--- config.mk ---
export PLATFORM = sky130hd
export DESIGN_NAME = serial_rx_core_flat
export DESIGN_NICKNAME = d
export VERILOG_FILES = /design/src/serial_rx_pkg.sv /design/src/serial_rx_if.sv /design/src/serial_rx_core.sv /design/src/flat_wrapper.sv
export SDC_FILE = /design/constraint.sdc
export NUM_CORES = 1
export LEC_CHECK = 0
export BUFFER_PORTS_ARGS = -buffer_cell sky130_fd_sc_hd__buf_2
export CAP_MARGIN = 20
export CORE_MARGIN = 2
export CORE_UTILIZATION = 45
export CTS_BUF_LIST = sky130_fd_sc_hd__clkbuf_2
export CTS_CLUSTER_DIAMETER = 30
export CTS_CLUSTER_SIZE = 12
export DETAILED_ROUTE_END_ITERATION = 10
export SYNTH_ARGS = -nofsm -noshare
export SYNTH_HDL_FRONTEND = slang
export SYNTH_SLANG_ARGS = --single-unit
--- constraint.sdc ---
create_clock -name hclk -period 2.3 [get_ports hclk]
set_input_delay 0.23 -clock hclk [delete_from_list [all_inputs] [get_ports hclk]]
set_output_delay 0.23 -clock hclk [all_outputs]
set_load 0.005 [all_outputs]
--- src/serial_rx_pkg.sv ---
/*
 Shared constants for the asynchronous serial receiver and its controller.
 Assumes a single hclk domain and an external sixteen-times baud tick.
*/
package serial_rx_pkg;
	localparam int OVERSAMPLE    = 16;
	localparam int HALF_BIT      = OVERSAMPLE / 2;
	localparam int DATA_W        = 9;
	localparam int FIFO_DEPTH    = 2;
	localparam logic [3:0] BIT_LAST_TICK  = 4'(OVERSAMPLE - 1);
	localparam logic [3:0] HALF_LAST_TICK = 4'(HALF_BIT - 1);
	localparam logic [3:0] BITS_EIGHT     = 4'h8;
	localparam logic [3:0] BITS_NINE      = 4'h9;
	// Controller register byte offsets
	localparam logic [3:0] OFS_CTRL   = 4'h0;
	localparam logic [3:0] OFS_STATUS = 4'h4;
	localparam logic [3:0] OFS_DATA   = 4'h8;
	// Control register fields
	localparam int CTRL_PORT_EN = 0;
	localparam int CTRL_CONT_EN = 1;
	localparam int CTRL_CLOCKED = 2;
	localparam int CTRL_NINE    = 3;
	localparam int CTRL_ADDR    = 4;
	localparam int CTRL_RX_IE   = 5;
	localparam int CTRL_PERI_IE = 6;
	localparam int CTRL_GLOB_IE = 7;
	localparam int CTRL_W       = 8;
	// Status register fields
	localparam int STAT_READY   = 0;
	localparam int STAT_FRAME   = 1;
	localparam int STAT_OVERRUN = 2;
	localparam int STAT_NINTH   = 3;
	localparam int STAT_IRQ     = 4;
	localparam logic [1:0] HTRANS_NONSEQ = 2'h2;
	localparam logic [1:0] HRESP_OKAY    = 2'h0;
endpackage

--- src/serial_rx_if.sv ---
/*
 Interface joining the receiver core and its bus controller.
 Assumes both ends share hclk; the serial pin itself stays outside.
*/
`timescale 1ns/1ps
interface serial_rx_if;
	logic       port_enable;
	logic       continuous_receive_enable;
	logic       clocked_mode;
	logic       nine_bit_receive_select;
	logic       address_detect_enable;
	logic [7:0] rx_data_reg;
	logic       ninth_received_bit;
	logic       framing_error_flag;
	logic       overrun_error_flag;
	logic       receive_ready_flag;
	logic       data_read;
	modport device (
		input  port_enable, continuous_receive_enable, clocked_mode,
		input  nine_bit_receive_select, address_detect_enable, data_read,
		output rx_data_reg, ninth_received_bit, framing_error_flag,
		output overrun_error_flag, receive_ready_flag
	);
	modport ctrl (
		output port_enable, continuous_receive_enable, clocked_mode,
		output nine_bit_receive_select, address_detect_enable, data_read,
		input  rx_data_reg, ninth_received_bit, framing_error_flag,
		input  overrun_error_flag, receive_ready_flag
	);
endinterface

--- src/serial_rx_core.sv ---
/*
 Receiver core: oversampled start detect, majority vote, shift register,
 two-entry character buffer with per-entry framing status, overrun.
 Assumes baud_tick16 is a one-cycle pulse at sixteen times the bit rate
 and that data_read pulses once per software read of the data register.
*/
// The implementer's own choices: the register offsets and the AHB-Lite interface to the registers.
`timescale 1ns/1ps
module serial_rx_core #(
	parameter int DATA_W     = serial_rx_pkg::DATA_W,
	parameter int FIFO_DEPTH = serial_rx_pkg::FIFO_DEPTH
) (
	input  wire logic hclk,
	input  wire logic hresetn,
	input  wire logic baud_tick16,
	input  wire logic serial_in_pin,
	serial_rx_if.device link
);
	import serial_rx_pkg::*;

	// IDLE hunts for the start edge, START checks mid-start, DATA shifts
	// in the data bits, STOP samples the stop position and hands over
	typedef enum logic [1:0] {IDLE, START, DATA, STOP} rx_state_e;

	rx_state_e             state;
	logic                  pin_meta;
	logic                  pin_sync;
	logic                  pin_prev;
	logic [3:0]            tick_cnt;
	logic [3:0]            bit_cnt;
	logic [2:0]            vote;
	logic [DATA_W-1:0]     rx_shift_reg;
	logic [DATA_W-1:0]     fifo_data [FIFO_DEPTH];
	logic                  fifo_framing_error_flag [FIFO_DEPTH];
	logic                  rd_ptr;
	logic [1:0]            count;
	logic                  overrun;
	logic [7:0]            data_q;
	logic                  ninth_q;
	logic                  framing_error_flag_q;
	logic                  ready_q;

	// Enable decode and bit timing. The shift register is always nine wide;
	// in eight-bit mode the character ends one place high and is realigned,
	// which keeps a single shift path for both character widths.
	wire rx_on      = link.port_enable & link.continuous_receive_enable & ~link.clocked_mode;
	wire port_off   = ~link.port_enable;
	wire [3:0] nbits = link.nine_bit_receive_select ? BITS_NINE : BITS_EIGHT;
	wire bit_end    = baud_tick16 && tick_cnt == BIT_LAST_TICK;
	wire half_end   = baud_tick16 && tick_cnt == HALF_LAST_TICK;
	wire majority   = (vote[0] & vote[1]) | (vote[1] & vote[2]) | (vote[0] & vote[2]);
	wire [DATA_W-1:0] shifted = {majority, rx_shift_reg[DATA_W-1:1]};
	// Eight-bit characters land right-aligned once the stop bit is reached
	wire [DATA_W-1:0] aligned = link.nine_bit_receive_select ? rx_shift_reg
	                            : {1'b0, rx_shift_reg[DATA_W-1:1]};
	wire stop_done  = state == STOP && bit_end;
	wire keep       = ~(link.nine_bit_receive_select & link.address_detect_enable) | aligned[DATA_W-1];
	// A character that address mode discards is neither pushed nor counted
	// as an overrun, so filtered traffic can never stall the receiver
	wire push       = stop_done && keep && !overrun && count != 2'(FIFO_DEPTH);
	wire overflow   = stop_done && keep && !overrun && count == 2'(FIFO_DEPTH);
	wire pop        = link.data_read && count != 2'h0;
	wire wr_idx     = rd_ptr ^ count[0];

	// Two-flop synchroniser; only pin_sync feeds logic
	// pin_prev resets to the idle level, so reset never fakes a start edge
	always_ff @(posedge hclk or negedge hresetn) begin
		if (!hresetn) begin
			pin_meta <= 1'b1;
			pin_sync <= 1'b1;
			pin_prev <= 1'b1;
		end else begin
			pin_meta <= serial_in_pin;
			pin_sync <= pin_meta;
			pin_prev <= pin_sync;
		end
	end

	// Receive state machine; every stage counts oversampling ticks.
	// The start check comes half a bit after the edge and every later
	// sample a whole bit after the one before, so sampling sits near the
	// bit centres. The vote uses the three tick samples just before each
	// data bit centre, so one disturbed sample cannot flip a data bit.
	// Losing the enable or hitting overrun drops any half-received character.
	always_ff @(posedge hclk or negedge hresetn) begin
		if (!hresetn) begin
			state        <= IDLE;
			tick_cnt     <= 4'h0;
			bit_cnt      <= 4'h0;
			vote         <= 3'h7;
			rx_shift_reg <= '0;
		end else if (!rx_on || overrun) begin
			state    <= IDLE;
			tick_cnt <= 4'h0;
		end else begin
			if (baud_tick16) begin
				tick_cnt <= tick_cnt + 4'h1;
				vote     <= {vote[1:0], pin_sync};
			end
			unique case (state)
				IDLE: if (pin_prev && !pin_sync) begin
					state    <= START;
					tick_cnt <= 4'h0;
				end
				START: if (half_end) begin
					tick_cnt <= 4'h0;
					bit_cnt  <= 4'h0;
					state    <= pin_sync ? IDLE : DATA;
				end
				DATA: if (bit_end) begin
					rx_shift_reg <= shifted;
					bit_cnt      <= bit_cnt + 4'h1;
					tick_cnt     <= 4'h0;
					if (bit_cnt + 4'h1 == nbits) begin
						state <= STOP;
					end
				end
				STOP: if (bit_end) begin
					state    <= IDLE;
					tick_cnt <= 4'h0;
				end
			endcase
		end
	end

	// Character buffer; a push and a pop in one cycle both take effect.
	// Limitation: a character that completes while both entries are full is
	// an overrun even if a read lands in that same cycle, because the slot
	// is only free after the read.
	// Port disable empties the buffer but leaves stored bits in place; they
	// only show through stale data and ninth-bit reads, never through ready or framing.
	always_ff @(posedge hclk or negedge hresetn) begin
		if (!hresetn) begin
			rd_ptr  <= 1'b0;
			count   <= 2'h0;
			overrun <= 1'b0;
			for (int i = 0; i < FIFO_DEPTH; i++) begin
				fifo_data[i] <= '0;
				fifo_framing_error_flag[i] <= 1'b0;
			end
		end else if (port_off) begin
			rd_ptr  <= 1'b0;
			count   <= 2'h0;
			overrun <= 1'b0;
		end else begin
			if (push) begin
				fifo_data[wr_idx] <= aligned;
				fifo_framing_error_flag[wr_idx] <= ~pin_sync;
			end
			if (pop) begin
				rd_ptr <= ~rd_ptr;
			end
			count <= count + {1'b0, push} - {1'b0, pop};
			// Overrun set wins; only receive disable clears it here
			if (overflow) begin
				overrun <= 1'b1;
			end else if (!link.continuous_receive_enable) begin
				overrun <= 1'b0;
			end
		end
	end

	// Registered view of the oldest entry. Data and ninth bit are not
	// cleared when the buffer empties, so software must test ready first;
	// framing is masked so that an empty buffer never shows an error.
	// One register stage keeps the bus path short at the cost of one cycle
	// between a push and the ready flag.
	always_ff @(posedge hclk or negedge hresetn) begin
		if (!hresetn) begin
			data_q  <= 8'h00;
			ninth_q <= 1'b0;
			framing_error_flag_q  <= 1'b0;
			ready_q <= 1'b0;
		end else begin
			data_q  <= fifo_data[rd_ptr][7:0];
			ninth_q <= fifo_data[rd_ptr][DATA_W-1];
			framing_error_flag_q  <= port_off ? 1'b0 : (count != 2'h0) & fifo_framing_error_flag[rd_ptr];
			ready_q <= rx_on && count != 2'h0;
		end
	end

	// Flags to the controller, all straight from flip-flops
	assign link.rx_data_reg        = data_q;
	assign link.ninth_received_bit = ninth_q;
	assign link.framing_error_flag = framing_error_flag_q;
	assign link.overrun_error_flag = overrun;
	assign link.receive_ready_flag = ready_q;
endmodule // serial_rx_core

--- src/flat_wrapper.sv ---
// flat-port wrapper written by rule: the top's interface ports become plain ports
module serial_rx_core_flat import serial_rx_pkg::*;
#(
	parameter int DATA_W     = serial_rx_pkg::DATA_W,
	parameter int FIFO_DEPTH = serial_rx_pkg::FIFO_DEPTH
)
  (hclk, hresetn, baud_tick16, serial_in_pin, link_port_enable, link_continuous_receive_enable, link_clocked_mode, link_nine_bit_receive_select, link_address_detect_enable, link_data_read, link_rx_data_reg, link_ninth_received_bit, link_framing_error_flag, link_overrun_error_flag, link_receive_ready_flag);
  serial_rx_if link_i ();
  input  wire logic hclk;
  input  wire logic hresetn;
  input  wire logic baud_tick16;
  input  wire logic serial_in_pin;
  input wire logic [$bits(link_i.port_enable)-1:0] link_port_enable;
  input wire logic [$bits(link_i.continuous_receive_enable)-1:0] link_continuous_receive_enable;
  input wire logic [$bits(link_i.clocked_mode)-1:0] link_clocked_mode;
  input wire logic [$bits(link_i.nine_bit_receive_select)-1:0] link_nine_bit_receive_select;
  input wire logic [$bits(link_i.address_detect_enable)-1:0] link_address_detect_enable;
  input wire logic [$bits(link_i.data_read)-1:0] link_data_read;
  output wire logic [$bits(link_i.rx_data_reg)-1:0] link_rx_data_reg;
  output wire logic [$bits(link_i.ninth_received_bit)-1:0] link_ninth_received_bit;
  output wire logic [$bits(link_i.framing_error_flag)-1:0] link_framing_error_flag;
  output wire logic [$bits(link_i.overrun_error_flag)-1:0] link_overrun_error_flag;
  output wire logic [$bits(link_i.receive_ready_flag)-1:0] link_receive_ready_flag;
  assign link_i.port_enable = link_port_enable;
  assign link_i.continuous_receive_enable = link_continuous_receive_enable;
  assign link_i.clocked_mode = link_clocked_mode;
  assign link_i.nine_bit_receive_select = link_nine_bit_receive_select;
  assign link_i.address_detect_enable = link_address_detect_enable;
  assign link_i.data_read = link_data_read;
  assign link_rx_data_reg = link_i.rx_data_reg;
  assign link_ninth_received_bit = link_i.ninth_received_bit;
  assign link_framing_error_flag = link_i.framing_error_flag;
  assign link_overrun_error_flag = link_i.overrun_error_flag;
  assign link_receive_ready_flag = link_i.receive_ready_flag;
  serial_rx_core #(.DATA_W(DATA_W), .FIFO_DEPTH(FIFO_DEPTH)) u_core (.hclk(hclk), .hresetn(hresetn), .baud_tick16(baud_tick16), .serial_in_pin(serial_in_pin), .link(link_i));
endmodule
==> impl_metrics.env <==
export IMPL_clockRootBuffer="clkbuf_2"
export IMPL_fillers=535
export IMPL_fp_dieH_um=82.3
export IMPL_timing_final_max_slew_violations=0
export IMPL_cts_tree="done"
export IMPL_switching_share=0.275
export IMPL_setup_slack_ps=219
export IMPL_cp_max_fo=10
export IMPL_crit_path_end_kind="register"
export IMPL_cts_clk_slew_worst_paths_ps=180
export IMPL_largest_reg_flops=18
export IMPL_start_util=0.466
export IMPL_busiest_layer="met2"
export IMPL_fin_skew_ps=22.5
export IMPL_wl_um=4480
export IMPL_gr_usage_all_layers=0.153
export IMPL_clock_latency_ps=460
export IMPL_min_period_ps=2080
export IMPL_dr_pass1_iters=4
export IMPL_numCtsBuffers=9
export IMPL_worst_pin_slew_ps=368
export IMPL_synthArstFlopShare=1.00
export IMPL_numPortBuffers=21
export IMPL_grtUsageMet3=0.0326
export IMPL_setup_violations=0
export IMPL_grt_max_degree=61
export IMPL_syn_area_um2=2760
export IMPL_p_comb_frac=0.094
export IMPL_detail_route_antenna_nets=0
export IMPL_cts_setup_buffers=0
export IMPL_cts_sinks=60
export IMPL_p_int_uw=1320
export IMPL_remaining_drc_errors=0
export IMPL_place_ws_ps=226
export IMPL_grt_pass1_wl_um=7620
export IMPL_synth_avg_cell_area_um2=13.2
export IMPL_rsz0062_at_grt="false"
export IMPL_core_um2=5920
export IMPL_holdWs_ps=53.2
export IMPL_outcome="finished, final reports clean"
export IMPL_synth_warnings=0
export IMPL_htree_levels=3
export IMPL_vias_per_cell=5.08
export IMPL_grt_util_met1=0.203
export IMPL_p_sw_uw=501
export IMPL_vias=1640
export IMPL_hpwl_um=3020
export IMPL_grt_pass1_vias=1652
export IMPL_avgRoutedWirePerCell_um=13.9
export IMPL_diodes=0
export IMPL_drv_cap=0
export IMPL_cellPowerDensity_nw_per_um2=589
export IMPL_drive_gt1_frac=0.399
export IMPL_rows=28
export IMPL_synth_edf_count=0
export IMPL_crit_path_start_kind="register"
export IMPL_gp_routability_congestion=0.687
export IMPL_die_w_um=82.3
export IMPL_sequentialPowerShare=0.622
export IMPL_synth_cell_type_count=38
export IMPL_fin_setup_tns_ps=0
export IMPL_hold_violations=0
export IMPL_ys_flop_type="dfrtp_1"
export IMPL_ir_drop_mv=0.397
export IMPL_timing_slew_headroom=0.754
export IMPL_clockPowerShare=0.284
export IMPL_final_nets=262
export IMPL_synthCells=209
export IMPL_ys_ff_latch=60
export IMPL_synth_fp_nets=228
export IMPL_synth_area_leader_cell="dfrtp_1"
export IMPL_die_area_um2=6770
export IMPL_critPathArrivalTime_ps=2430
export IMPL_finalCritPeriodShare=0.905
export IMPL_cts_path_max_buffers=2
export IMPL_synth_top_cells_by_area="dfrtp_1 49%, mux2_2 19%, dfstp_2 5.7%"
export IMPL_area_growth_pct=12.0
export IMPL_antenna_found_initial=0
export IMPL_crit_type="reg2reg"
export IMPL_max_freq_ghz=0.481
export IMPL_yosysTopAreaCellShare=0.490
export IMPL_power_leakage_uw=0.00155
export IMPL_grt_use_met2=0.231
export IMPL_cts_hold_buf=4
export IMPL_hold_path_class="in2reg"
export IMPL_drtIter0Drc=52
export IMPL_cp_required_ps=2640
export IMPL_ys_seq_area_frac=0.547
export IMPL_cts_resized=0
export IMPL_io_pins=22
export IMPL_grt_overflow=0
## layer usage
metal | share of wire | routed length (µm)
met5 | 0 | 0
met4 | 0.015 | 69
met3 | 0.025 | 111
met2 | 0.45 | 2030
met1 | 0.51 | 2270
## worst max-delay path: stages (launching register included)
cell	delay [ps]
dfrtp_1	420
ha_1	240
nand4_4	140
nor4b_4	340
nand2_2	140
nor2_4	310
mux2_2	380
## final cells by class
class	count	area, µm²	area share
clock buffer	10	50.0	0.0162
inverter	8	30.0	0.00973
tap	75	93.8	0.0304
multi-input combinational	135	1180	0.384
timing repair buffer	29	188	0.0608
sequential	60	1510	0.489
clock inverter	6	31.3	0.0101
## through the flow
stage / instances / utilization / total power, µW / area [µm²]
after floorplan: 209 / - / 1260 / 2760
after global placement: 303 / 0.501 / 1320 / 2970
after detailed placement: 303 / 0.501 / 1320 / 2970
after CTS: 323 / 0.521 / 1850 / 3090
after global routing: 323 / 0.521 / 1920 / 3090
final: 323 / 0.521 / 1820 / 3090
## placed cells by master (no fill, tap or decap), types with 2 or more instances in the layout
cell            n
dfstp_2         6
nand2_1        11
nor2b_1         6
dlygate4sd3_1   4
inv_1           8
xor2_1          4
dfrtp_1        54
ha_1            9
nand3b_1        2
buf_2          21
nor2_4          2
xnor2_1         5
clkbuf_2       10
clkinv_2        4
a21oi_1         2
and2_1          3
mux2_2         47
o21ai_0         7
nor2_1          7
buf_4           3
mux2i_1         6
nand3_1         6
## cells by family after synthesis
group	Yosys count	synth area share
buffers and inverters	14	0.0227
AND/OR/NAND/NOR	49	0.112
multiplexers	53	0.214
AO/OA/AOI/OAI	15	0.0345
flip-flops	60	0.547
adder cells (fa/ha/maj)	9	0.0409
XOR/XNOR	9	0.0286
## power groups by stage
stage,Combinational (µW),Sequential (µW),Clock [µW]
floorplan,118,1140,0
global placement,170,1150,0
detailed placement,170,1150,0
CTS,175,1130,542
global route,194,1140,584
finish,171,1130,517
## final timing paths
check / slack (ps) / startpoint / depth (start not counted) / to
worst max-delay path: 220 / u_core.tick_cnt[0]$_DFF_PN0_ / 6 / u_core.fifo_data[3]$_DFFE_PN0P_
worst min-delay path: 50 / link_port_enable / 2 / u_core.rd_ptr$_DFFE_PN0P_
worst max register to register: 220 / u_core.tick_cnt[0]$_DFF_PN0_ / 6 / u_core.fifo_data[3]$_DFFE_PN0P_
worst min register to register: 370 / u_core.pin_meta$_DFF_PN1_ / 0 / u_core.pin_sync$_DFF_PN1_
max in group asynchronous: 1690 / hresetn / 3 / u_core.pin_prev$_DFF_PN1_
min in group asynchronous: 260 / hresetn / 3 / u_core.state[1]$_DFFE_PN0P_
## cell usage after synthesis (all sizes together), types with 2 or more instances
| cell | number |
|---|---|
| dfstp | 6 |
| dfrtp | 54 |
| ha | 9 |
| nand3b | 2 |
| xor2 | 4 |
| o21ai | 7 |
| nor2 | 9 |
| nand3 | 7 |
| buf | 4 |
| xnor2 | 5 |
| clkbuf | 2 |
| nand4 | 2 |
| nand2 | 12 |
| mux2 | 47 |
| and2 | 3 |
| inv | 8 |
| nor2b | 6 |
| a21oi | 2 |
| mux2i | 6 |
Note: power is estimated with default switching activity, not from simulation.
